===== src/rpos_pkg.sv =====
// Constants and carrier types for the remappable pin output selector
package rpos_pkg;

    localparam int RPOS_NUM_REGS = 6;
    localparam int RPOS_NUM_PINS = 12;
    localparam int RPOS_FIRST_PIN = 14;
    localparam int RPOS_FIRST_REG_NUM = 7;
    localparam int RPOS_CODE_W = 5;
    localparam int RPOS_NUM_CODES = 32;
    localparam int RPOS_REG_W = 16;
    localparam int RPOS_ADDR_W = 12;
    localparam int RPOS_IDX_W = 3;

    // Byte offsets, one aligned word per register
    localparam logic [11:0] RPOS_OFS_14_15 = 12'h000;
    localparam logic [11:0] RPOS_OFS_16_17 = 12'h004;
    localparam logic [11:0] RPOS_OFS_18_19 = 12'h008;
    localparam logic [11:0] RPOS_OFS_20_21 = 12'h00C;
    localparam logic [11:0] RPOS_OFS_22_23 = 12'h010;
    localparam logic [11:0] RPOS_OFS_24_25 = 12'h014;

    // Field layout
    localparam int RPOS_EVEN_LSB = 0;
    localparam int RPOS_ODD_LSB = 8;
    localparam logic [15:0] RPOS_IMPL_MASK = 16'h1F1F;
    localparam logic [15:0] RPOS_RESET = 16'h0000;
    localparam logic [4:0] RPOS_CODE_NONE = 5'h00;

    // Default set of codes that name a peripheral output
    localparam logic [31:0] RPOS_FUNC_PRESENT = 32'hFFFFFFFE;

    // AHB encodings
    localparam logic [1:0] RPOS_HTRANS_IDLE = 2'h0;
    localparam logic RPOS_HRESP_OKAY = 1'b0;

    typedef struct packed {
        logic valid;
        logic write;
        logic hit;
        logic [2:0] idx;
    } rpos_req_t;

    typedef struct packed {
        logic out;
        logic oe;
        logic periph;
    } rpos_pin_t;

endpackage


===== src/rpos_select.sv =====
// Remappable pin output selector, pins 14 to 25, with an AHB-Lite slave
`timescale 1ns/100ps
module rpos_select
    import rpos_pkg::*;
#(
    parameter logic [31:0] FUNC_PRESENT = RPOS_FUNC_PRESENT
) (
    input wire logic hclk,
    input wire logic hresetn,
    input wire logic hsel,
    input wire logic [RPOS_ADDR_W-1:0] haddr,
    input wire logic [1:0] htrans,
    input wire logic hwrite,
    input wire logic [2:0] hsize,
    input wire logic hready,
    input wire logic [31:0] hwdata,
    output logic [31:0] hrdata,
    output logic hreadyout,
    output logic hresp,
    input wire logic [RPOS_NUM_CODES-1:0] func_out,
    input wire logic [RPOS_NUM_CODES-1:0] func_oe,
    input wire logic [RPOS_NUM_PINS-1:0] gpio_out,
    input wire logic [RPOS_NUM_PINS-1:0] gpio_oe,
    output logic [RPOS_NUM_PINS-1:0] pin_out,
    output logic [RPOS_NUM_PINS-1:0] pin_oe,
    output logic [RPOS_NUM_PINS-1:0] pin_periph
);

    ////////////////////////////////////////////////////////////////////////
    // Elaboration check

    generate
        if (FUNC_PRESENT[0] != 1'b0) begin : g_bad_present
            $error("Code zero must not name a peripheral");
        end
    endgenerate

    ////////////////////////////////////////////////////////////////////////
    // Helpers

    // Address decode to register index
    function automatic logic [3:0] decode(input logic [RPOS_ADDR_W-1:0] a);
        logic [RPOS_ADDR_W-3:0] w;
        w = a[RPOS_ADDR_W-1:2];
        if (a[1:0] == 2'h0 && w < (RPOS_ADDR_W-2)'(RPOS_NUM_REGS)) begin
            decode = {1'b1, w[2:0]};
        end else begin
            decode = 4'h0;
        end
    endfunction

    // Selection field of one pin
    function automatic logic [4:0] field(input logic [15:0] r,
                                         input logic odd);
        field = odd ? r[RPOS_ODD_LSB +: RPOS_CODE_W]
                    : r[RPOS_EVEN_LSB +: RPOS_CODE_W];
    endfunction

    // Code names a present peripheral output
    function automatic logic present(input logic [4:0] c);
        present = (c != RPOS_CODE_NONE) && FUNC_PRESENT[c];
    endfunction

    ////////////////////////////////////////////////////////////////////////
    // Bus request capture

    rpos_req_t req_r;
    rpos_req_t req_nxt;
    logic accept;
    logic [3:0] dec;

    assign accept = hsel && htrans[1] && hready;
    assign dec = decode(haddr);

    always_comb begin
        req_nxt.valid = accept;
        req_nxt.write = hwrite;
        req_nxt.hit = dec[3];
        req_nxt.idx = dec[2:0];
    end

    always_ff @(posedge hclk or negedge hresetn) begin
        if (!hresetn) begin
            req_r <= '0;
        end else begin
            req_r <= req_nxt;
        end
    end

    ////////////////////////////////////////////////////////////////////////
    // Selection registers

    logic [15:0] sel_r [RPOS_NUM_REGS];
    logic [15:0] sel_nxt [RPOS_NUM_REGS];
    logic wr_now;
    logic [15:0] wr_val;

    assign wr_now = req_r.valid && req_r.write && req_r.hit;
    assign wr_val = hwdata[15:0] & RPOS_IMPL_MASK;

    always_comb begin
        for (int i = 0; i < RPOS_NUM_REGS; i++) begin
            sel_nxt[i] = sel_r[i];
        end
        if (wr_now) begin
            sel_nxt[req_r.idx] = wr_val;
        end
    end

    always_ff @(posedge hclk or negedge hresetn) begin
        if (!hresetn) begin
            for (int i = 0; i < RPOS_NUM_REGS; i++) begin
                sel_r[i] <= RPOS_RESET;
            end
        end else begin
            for (int i = 0; i < RPOS_NUM_REGS; i++) begin
                sel_r[i] <= sel_nxt[i];
            end
        end
    end

    ////////////////////////////////////////////////////////////////////////
    // Read data

    logic [31:0] hrdata_r;
    logic [31:0] hrdata_nxt;

    always_comb begin
        hrdata_nxt = 32'h00000000;
        // Read back, with a pending write forwarded
        if (accept && !hwrite && dec[3]) begin
            if (wr_now && req_r.idx == dec[2:0]) begin
                hrdata_nxt = {16'h0000, wr_val};
            end else begin
                hrdata_nxt = {16'h0000, sel_r[dec[2:0]] & RPOS_IMPL_MASK};
            end
        end
    end

    always_ff @(posedge hclk or negedge hresetn) begin
        if (!hresetn) begin
            hrdata_r <= 32'h00000000;
        end else begin
            hrdata_r <= hrdata_nxt;
        end
    end

    assign hrdata = hrdata_r;
    assign hreadyout = 1'b1;
    assign hresp = RPOS_HRESP_OKAY;

    ////////////////////////////////////////////////////////////////////////
    // Pin mux

    rpos_pin_t pin_r [RPOS_NUM_PINS];
    rpos_pin_t pin_nxt [RPOS_NUM_PINS];

    always_comb begin
        for (int p = 0; p < RPOS_NUM_PINS; p++) begin
            logic [4:0] c;
            // Odd pin upper field, even pin lower
            c = field(sel_r[p / 2], p[0]);
            // Otherwise port logic keeps the pin
            if (present(c)) begin
                pin_nxt[p].out = func_out[c];
                pin_nxt[p].oe = func_oe[c];
                pin_nxt[p].periph = 1'b1;
            end else begin
                pin_nxt[p].out = gpio_out[p];
                pin_nxt[p].oe = gpio_oe[p];
                pin_nxt[p].periph = 1'b0;
            end
        end
    end

    always_ff @(posedge hclk or negedge hresetn) begin
        if (!hresetn) begin
            for (int p = 0; p < RPOS_NUM_PINS; p++) begin
                pin_r[p] <= '0;
            end
        end else begin
            for (int p = 0; p < RPOS_NUM_PINS; p++) begin
                pin_r[p] <= pin_nxt[p];
            end
        end
    end

    always_comb begin
        for (int p = 0; p < RPOS_NUM_PINS; p++) begin
            pin_out[p] = pin_r[p].out;
            pin_oe[p] = pin_r[p].oe;
            pin_periph[p] = pin_r[p].periph;
        end
    end

    ////////////////////////////////////////////////////////////////////////
    // Assertions

    logic [4:0] chk_code16;
    assign chk_code16 = sel_r[1][4:0];

    a_pad_bits_zero: assert property (
        @(posedge hclk) disable iff (!hresetn)
        (hrdata & ~{16'h0000, RPOS_IMPL_MASK}) == 32'h00000000)
        else $error("Unimplemented bits read nonzero");

    a_reset_clear: assert property (
        @(posedge hclk) disable iff (!hresetn)
        !$past(hresetn) |-> pin_periph == '0 && sel_r[0] == RPOS_RESET
            && sel_r[5] == RPOS_RESET)
        else $error("Codes not clear after reset");

    a_write_stores: assert property (
        @(posedge hclk) disable iff (!hresetn)
        wr_now |=> sel_r[$past(req_r.idx)] == $past(wr_val))
        else $error("Written value not stored");

    a_read_returns: assert property (
        @(posedge hclk) disable iff (!hresetn)
        (accept && !hwrite && dec[3] && !wr_now)
        |=> hrdata[15:0] == $past(sel_r[dec[2:0]]))
        else $error("Read data differs from register");

    a_field_even_odd: assert property (
        @(posedge hclk) disable iff (!hresetn)
        ##1 pin_periph[0] == $past(present(sel_r[0][4:0]))
            && pin_periph[1] == $past(present(sel_r[0][12:8])))
        else $error("Field layout wrong for pins 14 and 15");

    a_route_func: assert property (
        @(posedge hclk) disable iff (!hresetn)
        ##1 pin_periph[2] |-> pin_out[2] == $past(func_out[chk_code16])
            && pin_oe[2] == $past(func_oe[chk_code16]))
        else $error("Pin 16 not driven by selected peripheral");

    a_gpio_default: assert property (
        @(posedge hclk) disable iff (!hresetn)
        ##1 !pin_periph[3] |-> pin_out[3] == $past(gpio_out[3])
            && pin_oe[3] == $past(gpio_oe[3]))
        else $error("Pin 17 not left to port logic");

    a_last_reg_map: assert property (
        @(posedge hclk) disable iff (!hresetn)
        (wr_now && req_r.idx == 3'h5 && present(wr_val[12:8]))
        |=> ##1 pin_periph[11])
        else $error("Last register does not steer pin 25");

    a_bus_okay: assert property (
        @(posedge hclk) disable iff (!hresetn)
        hreadyout && hresp == RPOS_HRESP_OKAY)
        else $error("Bus response not ready and okay");

    a_store_masked: assert property (
        @(posedge hclk) disable iff (!hresetn)
        ((sel_r[0] | sel_r[1] | sel_r[2] | sel_r[3] | sel_r[4] | sel_r[5])
            & ~RPOS_IMPL_MASK) == 16'h0000)
        else $error("Unimplemented bits stored");

    a_unmapped_ignored: assert property (
        @(posedge hclk) disable iff (!hresetn)
        (req_r.valid && req_r.write && !req_r.hit)
        |=> sel_r[0] == $past(sel_r[0]) && sel_r[5] == $past(sel_r[5]))
        else $error("Unmapped write changed a register");

    a_unmapped_read: assert property (
        @(posedge hclk) disable iff (!hresetn)
        (accept && !hwrite && !dec[3]) |=> hrdata == 32'h00000000)
        else $error("Unmapped read returned nonzero");

    a_zero_code_port: assert property (
        @(posedge hclk) disable iff (!hresetn)
        sel_r[5][12:8] == RPOS_CODE_NONE |=> !pin_periph[11])
        else $error("Code zero gave pin 25 to a peripheral");

    c_write_reg: cover property (
        @(posedge hclk) disable iff (!hresetn) wr_now);

    c_read_fwd: cover property (
        @(posedge hclk) disable iff (!hresetn)
        accept && !hwrite && dec[3] && wr_now && req_r.idx == dec[2:0]);

    c_pin_periph: cover property (
        @(posedge hclk) disable iff (!hresetn) pin_periph[11]);

    c_unmapped: cover property (
        @(posedge hclk) disable iff (!hresetn) accept && !dec[3]);

    c_absent_code: cover property (
        @(posedge hclk) disable iff (!hresetn)
        sel_r[0][4:0] != RPOS_CODE_NONE && !present(sel_r[0][4:0]));

endmodule // rpos_select


===== config.mk =====
export PLATFORM = sky130hd
export DESIGN_NAME = rpos_select
export DESIGN_NICKNAME = d
export VERILOG_FILES = /design/src/rpos_pkg.sv /design/src/rpos_select.sv
export SDC_FILE = /design/constraint.sdc
export NUM_CORES = 1
export LEC_CHECK = 0
export BUFFER_PORTS_ARGS = -buffer_cell sky130_fd_sc_hd__buf_2
export CORE_ASPECT_RATIO = 0.5
export CORE_MARGIN = 8
export CORE_UTILIZATION = 28
export CTS_BUF_LIST = sky130_fd_sc_hd__clkbuf_4
export DETAILED_ROUTE_END_ITERATION = 7
export PLACE_DENSITY = 0.47
export SYNTH_ARGS = -nofsm -noshare
export SYNTH_HDL_FRONTEND = slang
export SYNTH_SLANG_ARGS = --single-unit

===== constraint.sdc =====
create_clock -name hclk -period 4.25 [get_ports hclk]
set_clock_uncertainty 0.05 [all_clocks]
set_input_delay 0.85 -clock hclk [delete_from_list [all_inputs] [get_ports hclk]]
set_output_delay 0.85 -clock hclk [all_outputs]
set_load 0.01 [all_outputs]

======== Word-level counts from Yosys, hierarchy flattened ========
Memory sizes are Yosys's and may differ from the RTL's.
Cells that the tools add are included.
Widths: inputs -> output; s select.
word-level totals
  memories ................................ 12
  bits in read-only memories .............. 384
  word-level logic and storage cells ...... 194
  input port bits ......................... 142
  output and inout port bits .............. 70
  register bits ........................... 170
memories
  memory            words  bits a word  read ports  clocked after memory_dff  wr ports  line               text
  (name not given)  32     1            1           0                         0         rpos_select.sv:61  present = (c != RPOS_CODE_NONE) && FUNC_PRESENT[c];
  (name not given)  32     1            1           0                         0         rpos_select.sv:61
  (name not given)  32     1            1           0                         0         rpos_select.sv:61
  (name not given)  32     1            1           0                         0         rpos_select.sv:61
  (name not given)  32     1            1           0                         0         rpos_select.sv:61
  (name not given)  32     1            1           0                         0         rpos_select.sv:61
  6 more memories   n/a    n/a          n/a         n/a                       n/a       n/a
cells by class
  reduce and logical (&&, ||, !) cells .... 35
  magnitude comparators ................... 16
  equality and inequality tests ........... 1
  mux-type cells .......................... 81
  bitwise operators ....................... 2
operators with widths
  kind                 number
  $bmux 1 s5           24
  $bwmux 96            1
  $lt 5x6->1 const B   12
  $reduce_bool 5->1    12
  $mux 13              4
  $bmux 16 s3          1
  $demux 16 s3         1
  $mux 1               36
  $mux 3               12
  $logic_and 1x1->1    21
  $mux 16              1
  $lt 10x3->1 const B  1
  $ge 4x4->1 const B   2
  $not 3->4            2
  $lt 4x1->1 const B   1
  $mux 4               1
  $eq 3x3->1           1
  $logic_not 2->1      1
  $logic_not 1->1      1

======== Depth between registers and ports, before layout ========
  depth in word-level cells ............... 9
  mapped depth ............................ 8
  gate-level depth less buffers ........... 7

======== Worst setup path before layout ========
No wires, ideal clock.
  path kind ............................... input-to-reg
  from .................................... in haddr[8]
  to ...................................... reg hrdata_r[11] (netlist: hrdata[11])
  cell stages on the path ................. 7
  slack ................................... 1.689 ns
  arrival time ............................ 2.390 ns
  path through ............................ nor4_4 nand3_2 or3_1 a211o_1 nor2b_4 buf_6 a32o_1
between the ends
  word-level cells in the longest chain between the ends .. 9
  elaborated cells between the ends (all ways) .. 12
  those cells by class .................... order compare: 1; eq/ne: 1; mux: 6; bitwise: 1; reduce/logical: 3
ends and longest elaborated chain
  what                                        line                text
  start, declared                             rpos_select.sv:11   input wire logic [RPOS_ADDR_W-1:0] haddr,
  $lt 10x3->1 (*)                             rpos_select.sv:45   if (a[1:0] == 2'h0 && w < (RPOS_ADDR_W-2)'(RPOS_NUM_REGS)) begin
  $logic_and 1x1->1 (*)                       rpos_select.sv:45
  $mux 4 (*)                                  rpos_select.sv:45
  $not 3->4 (implied by the code)             rpos_select.sv:135  hrdata_nxt = {16'h0000, sel_r[dec[2:0]] & RPOS_IMPL_MASK};
  $bmux 16 s3                                 rpos_select.sv:135
  $mux 13 (implied by the code) (2 in a row)  rpos_select.sv:135
  $mux 13                                     rpos_select.sv:132  if (wr_now && req_r.idx == dec[2:0]) begin
  $mux 13 (*)                                 rpos_select.sv:131  if (accept && !hwrite && dec[3]) begin
  via hrdata_nxt[11]                          rpos_select.sv:126  logic [31:0] hrdata_nxt;
  end signal, assigned                        rpos_select.sv:144  hrdata_r <= hrdata_nxt;
  end, declared                               rpos_select.sv:125  logic [31:0] hrdata_r;
Mark *: on every way through the listed nets, which the timed path passes. The rest lies on a longest branch. The select of a mux whose other input is x is not followed.
A chain may end at the register's enable or synchronous reset.

==> results.py <==
metrics = {
    "outcome": {
        "status": "finished clean",
    },
    "critical_path": {
        "arrival_ns": 3.12,
        "crit_type": "flip-flop to flip-flop",
        "ff2ff_setup_slack_ns": 1.53,
        "endpoint_kind": "flip-flop",
        "ff2ff_path_depth": 5,
        "timing.rr.start": "sel_r[80]",
        "rr_endpoint": "pin_out[0]",
        "cp-start-kind": "flip-flop",
        "cp_max_fo": 21,
        "crit_required_ns": 4.65,
    },
    "sta": {
        "grt_setup_unrepaired": "false",
        "max_clock_freq_mhz": 367,
        "period_minus_slack_ns": 2.72,
        "maxSlewHeadroom": 0.123,
        "final_hold_viol_count": 0,
        "fin_tns_setup_ns": 0,
        "holdWs_ns": 0.291,
        "slew_violations": 0,
        "setup_viol": 0,
        "fin_crit_sh": 0.640,
        "max_slew.worst_pin.slew_ns": 1.31,
    },
    "power": {
        "power_mw": 2.42,
        "peakVddDrop_mv": 0.161,
        "total_leakage_power_nw": 4.75,
        "p_per_area_nw_per_um2": 193,
    },
    "logic_synthesis": {
        "synth.area.top_cells": "mux4_2 41%, dfrtp_1 24%, mux2i_1 6.6%, mux2_2 6.0%, clkbuf_1 3.7%",
        "synth_seq_area_share": 0.245,
        "synth_edf_count": 0,
        "postSynthAreaPerCell_sq_um": 12.4,
        "synth_top_area_share": 0.406,
        "netlist_area_sq_um": 11400,
        "async_flop_share": 1.00,
        "synth_flop_cell": "dfrtp_1",
        "yosysWarnings": 0,
        "ys_ff_latch": 112,
        "synth_top_area_cell": "mux4_2",
        "ys_types": 57,
        "synthCells": 920,
    },
    "grt": {
        "track_usage": 0.188,
        "use_met1": 0.229,
        "grt_overflow_total": 0,
        "grt_max_degree": 63,
        "grt.busiest_layer": "met2",
        "gr-usage-met2": 0.311,
        "grt_pass1_wl_um": 67500,
        "grt_antenna_before_repair": 3,
        "grt_pass1_vias": 9695,
        "grt_util_met3": 0.0618,
    },
    "detailed_routing": {
        "viasPerCell": 6.24,
        "postRouteAntennaNets": 0,
        "via_count": 9379,
        "wl_per_cell_um": 30.6,
        "drc_errors": 0,
        "firstDrtPassIters": 5,
        "wl_um": 45900,
        "drtIter0Drc": 1096,
    },
    "layout": {
        "multi_input_area_sq_um": 7890,
        "final-seq-area_sq_um": 2800,
        "drive_gt1_frac": 0.485,
        "fin_nets": 1097,
        "num-fill-cells": 4066,
        "area_growth_pct": 9.33,
    },
    "placement": {
        "port_buffers": 161,
        "dp_hpwl_um": 32400,
        "gp_congestion": 0.925,
    },
    "cts": {
        "root_buffer": "clkbuf_4",
        "postCtsResizedCells": 0,
        "postCtsHoldBufs": 0,
        "postCtsSetupBuffers": 0,
        "insertion_delay_ns": 0.51,
        "clockBufferDepth": 2,
        "h-tree-depth": 3,
        "cts_tree": "yes",
        "cts_sinks": 112,
        "cts.reportedPaths.clkPinSlew_ns": 0.21,
        "cts_made_buffers": 9,
    },
    "floorplanning": {
        "die_x_um": 302,
        "io_pins": 212,
        "die_area_sq_um": 48000,
        "fp-row-count": 52,
        "die_h_um": 159,
        "start_util": 0.284,
        "core_sq_um": 40300,
    },
    "hold_path": {
        "hold_path.class": "input port to async pin",
    },
    "run": {
        "drv_cap": 0,
    },
}
## area by class of cell
cell class                 instances  area share
timing repair buffer             172      0.0722
sequential                       112       0.224
multi-input combinational        637       0.631
antenna                            3    0.000600
clock inverter                     6     0.00560
tap                              540      0.0540
inverter                          23     0.00690
clock buffer                      10     0.00600
## synth_stat cells (2+ instances only)
| library cell | n |
|---|---|
| a211o_1 | 2 |
| a211oi_1 | 6 |
| a21o_1 | 4 |
| a21oi_1 | 29 |
| a221o_1 | 22 |
| a221oi_1 | 6 |
| a22o_1 | 5 |
| a22oi_1 | 2 |
| a31oi_1 | 2 |
| a32o_1 | 4 |
| and3_1 | 4 |
| buf_1 | 7 |
| buf_2 | 26 |
| buf_4 | 24 |
| clkbuf_1 | 112 |
| conb_1 | 2 |
| dfrtp_1 | 112 |
| inv_1 | 22 |
| mux2_2 | 61 |
| mux2i_1 | 76 |
| mux4_2 | 206 |
| nand2_1 | 30 |
| nand2b_1 | 15 |
| nand3_1 | 5 |
| nand4_1 | 2 |
| nor2_1 | 42 |
| nor4_1 | 4 |
| o211ai_1 | 7 |
| o21ai_0 | 17 |
| o221ai_1 | 2 |
| o22ai_1 | 26 |
| or4_1 | 11 |
## critical path, cell delays in order, from the launching register on
cell and delay [ns]:
dfrtp_1 0.96, inv_1 0.40, mux4_2 0.55, o32ai_1 0.31
nor4_1 0.09, a211o_1 0.29
## sequential cells by signal, summed over array words and instances (netlist names)
| signal | flops |
|---|---|
| sel_r | 55 |
| pin_oe | 12 |
| pin_out | 12 |
| pin_periph | 12 |
| hrdata | 10 |
| req_r | 6 |
| chk_code16 | 5 |
## where the power goes
part	internal, mW	switching [mW]
logic	0.323	0.370
registers	1.10	0.0556
clock network	0.147	0.423
## worst max path at each step
stage	slack, ns	to	cells after the start	from
after global routing	1.37	pin_out[0]	5	sel_r[80]
after detailed placement	1.27	hrdata[12]	8	haddr[3]
after global placement	1.30	hrdata[10]	8	haddr[3]
after CTS	1.52	pin_out[11]	3	sel_r[8]
final	1.53	pin_out[0]	5	sel_r[80]
after floorplan	1.69	hrdata[11]	7	haddr[8]
## routing by layer
metal  part of all wire  vias to the layer above
li1                   -                     3728
met1               0.37                     4926
met2               0.49                      619
met3               0.11                      104
met4              0.033                        2
met5            0.00026                        -
## stage by stage
| step | util | instance area, sq um | setup slack [ns] | cells |
|---|---|---|---|---|
| finish | 0.310 | 12500 | 1.53 | 1503 |
| global placement | 0.306 | 12400 | 1.30 | 1484 |
| floorplan | - | 11500 | 1.69 | 942 |
| CTS | 0.310 | 12500 | 1.52 | 1500 |
| global route | 0.310 | 12500 | 1.37 | 1502 |
| detailed placement | 0.306 | 12400 | 1.27 | 1484 |
## kinds of logic (layout without fill, tap and decap cells)
logic type,Yosys count,in the layout,share of synthesized area
compound gates,141,141,0.0873
simple gates,127,127,0.0588
mux,343,343,0.532
flops,112,112,0.245
other cells,2,27,0.000656
xor+xnor,2,2,0.00153
buf+inv,193,211,0.0747
## placed cells by master (no fill, tap or decap), types with 3 or more instances in the layout
master    instances
or4_1            11
a21o_1            4
o211ai_1          7
a32o_1            4
nand2_1          30
a21oi_1          29
a221oi_1          6
inv_6             3
a22o_1            5
nand2b_1         15
diode_2           3
nor2_1           42
nor4_1            3
clkbuf_4         10
inv_1            22
dfrtp_1         112
o22ai_1          26
conb_1           24
o21ai_0          17
mux2i_1          76
a221o_1          22
buf_2           160
mux2_2           61
and3_1            4
a211oi_1          6
buf_4            11
nand3_1           5
mux4_2          206
(Power assumes the default switching activity.)
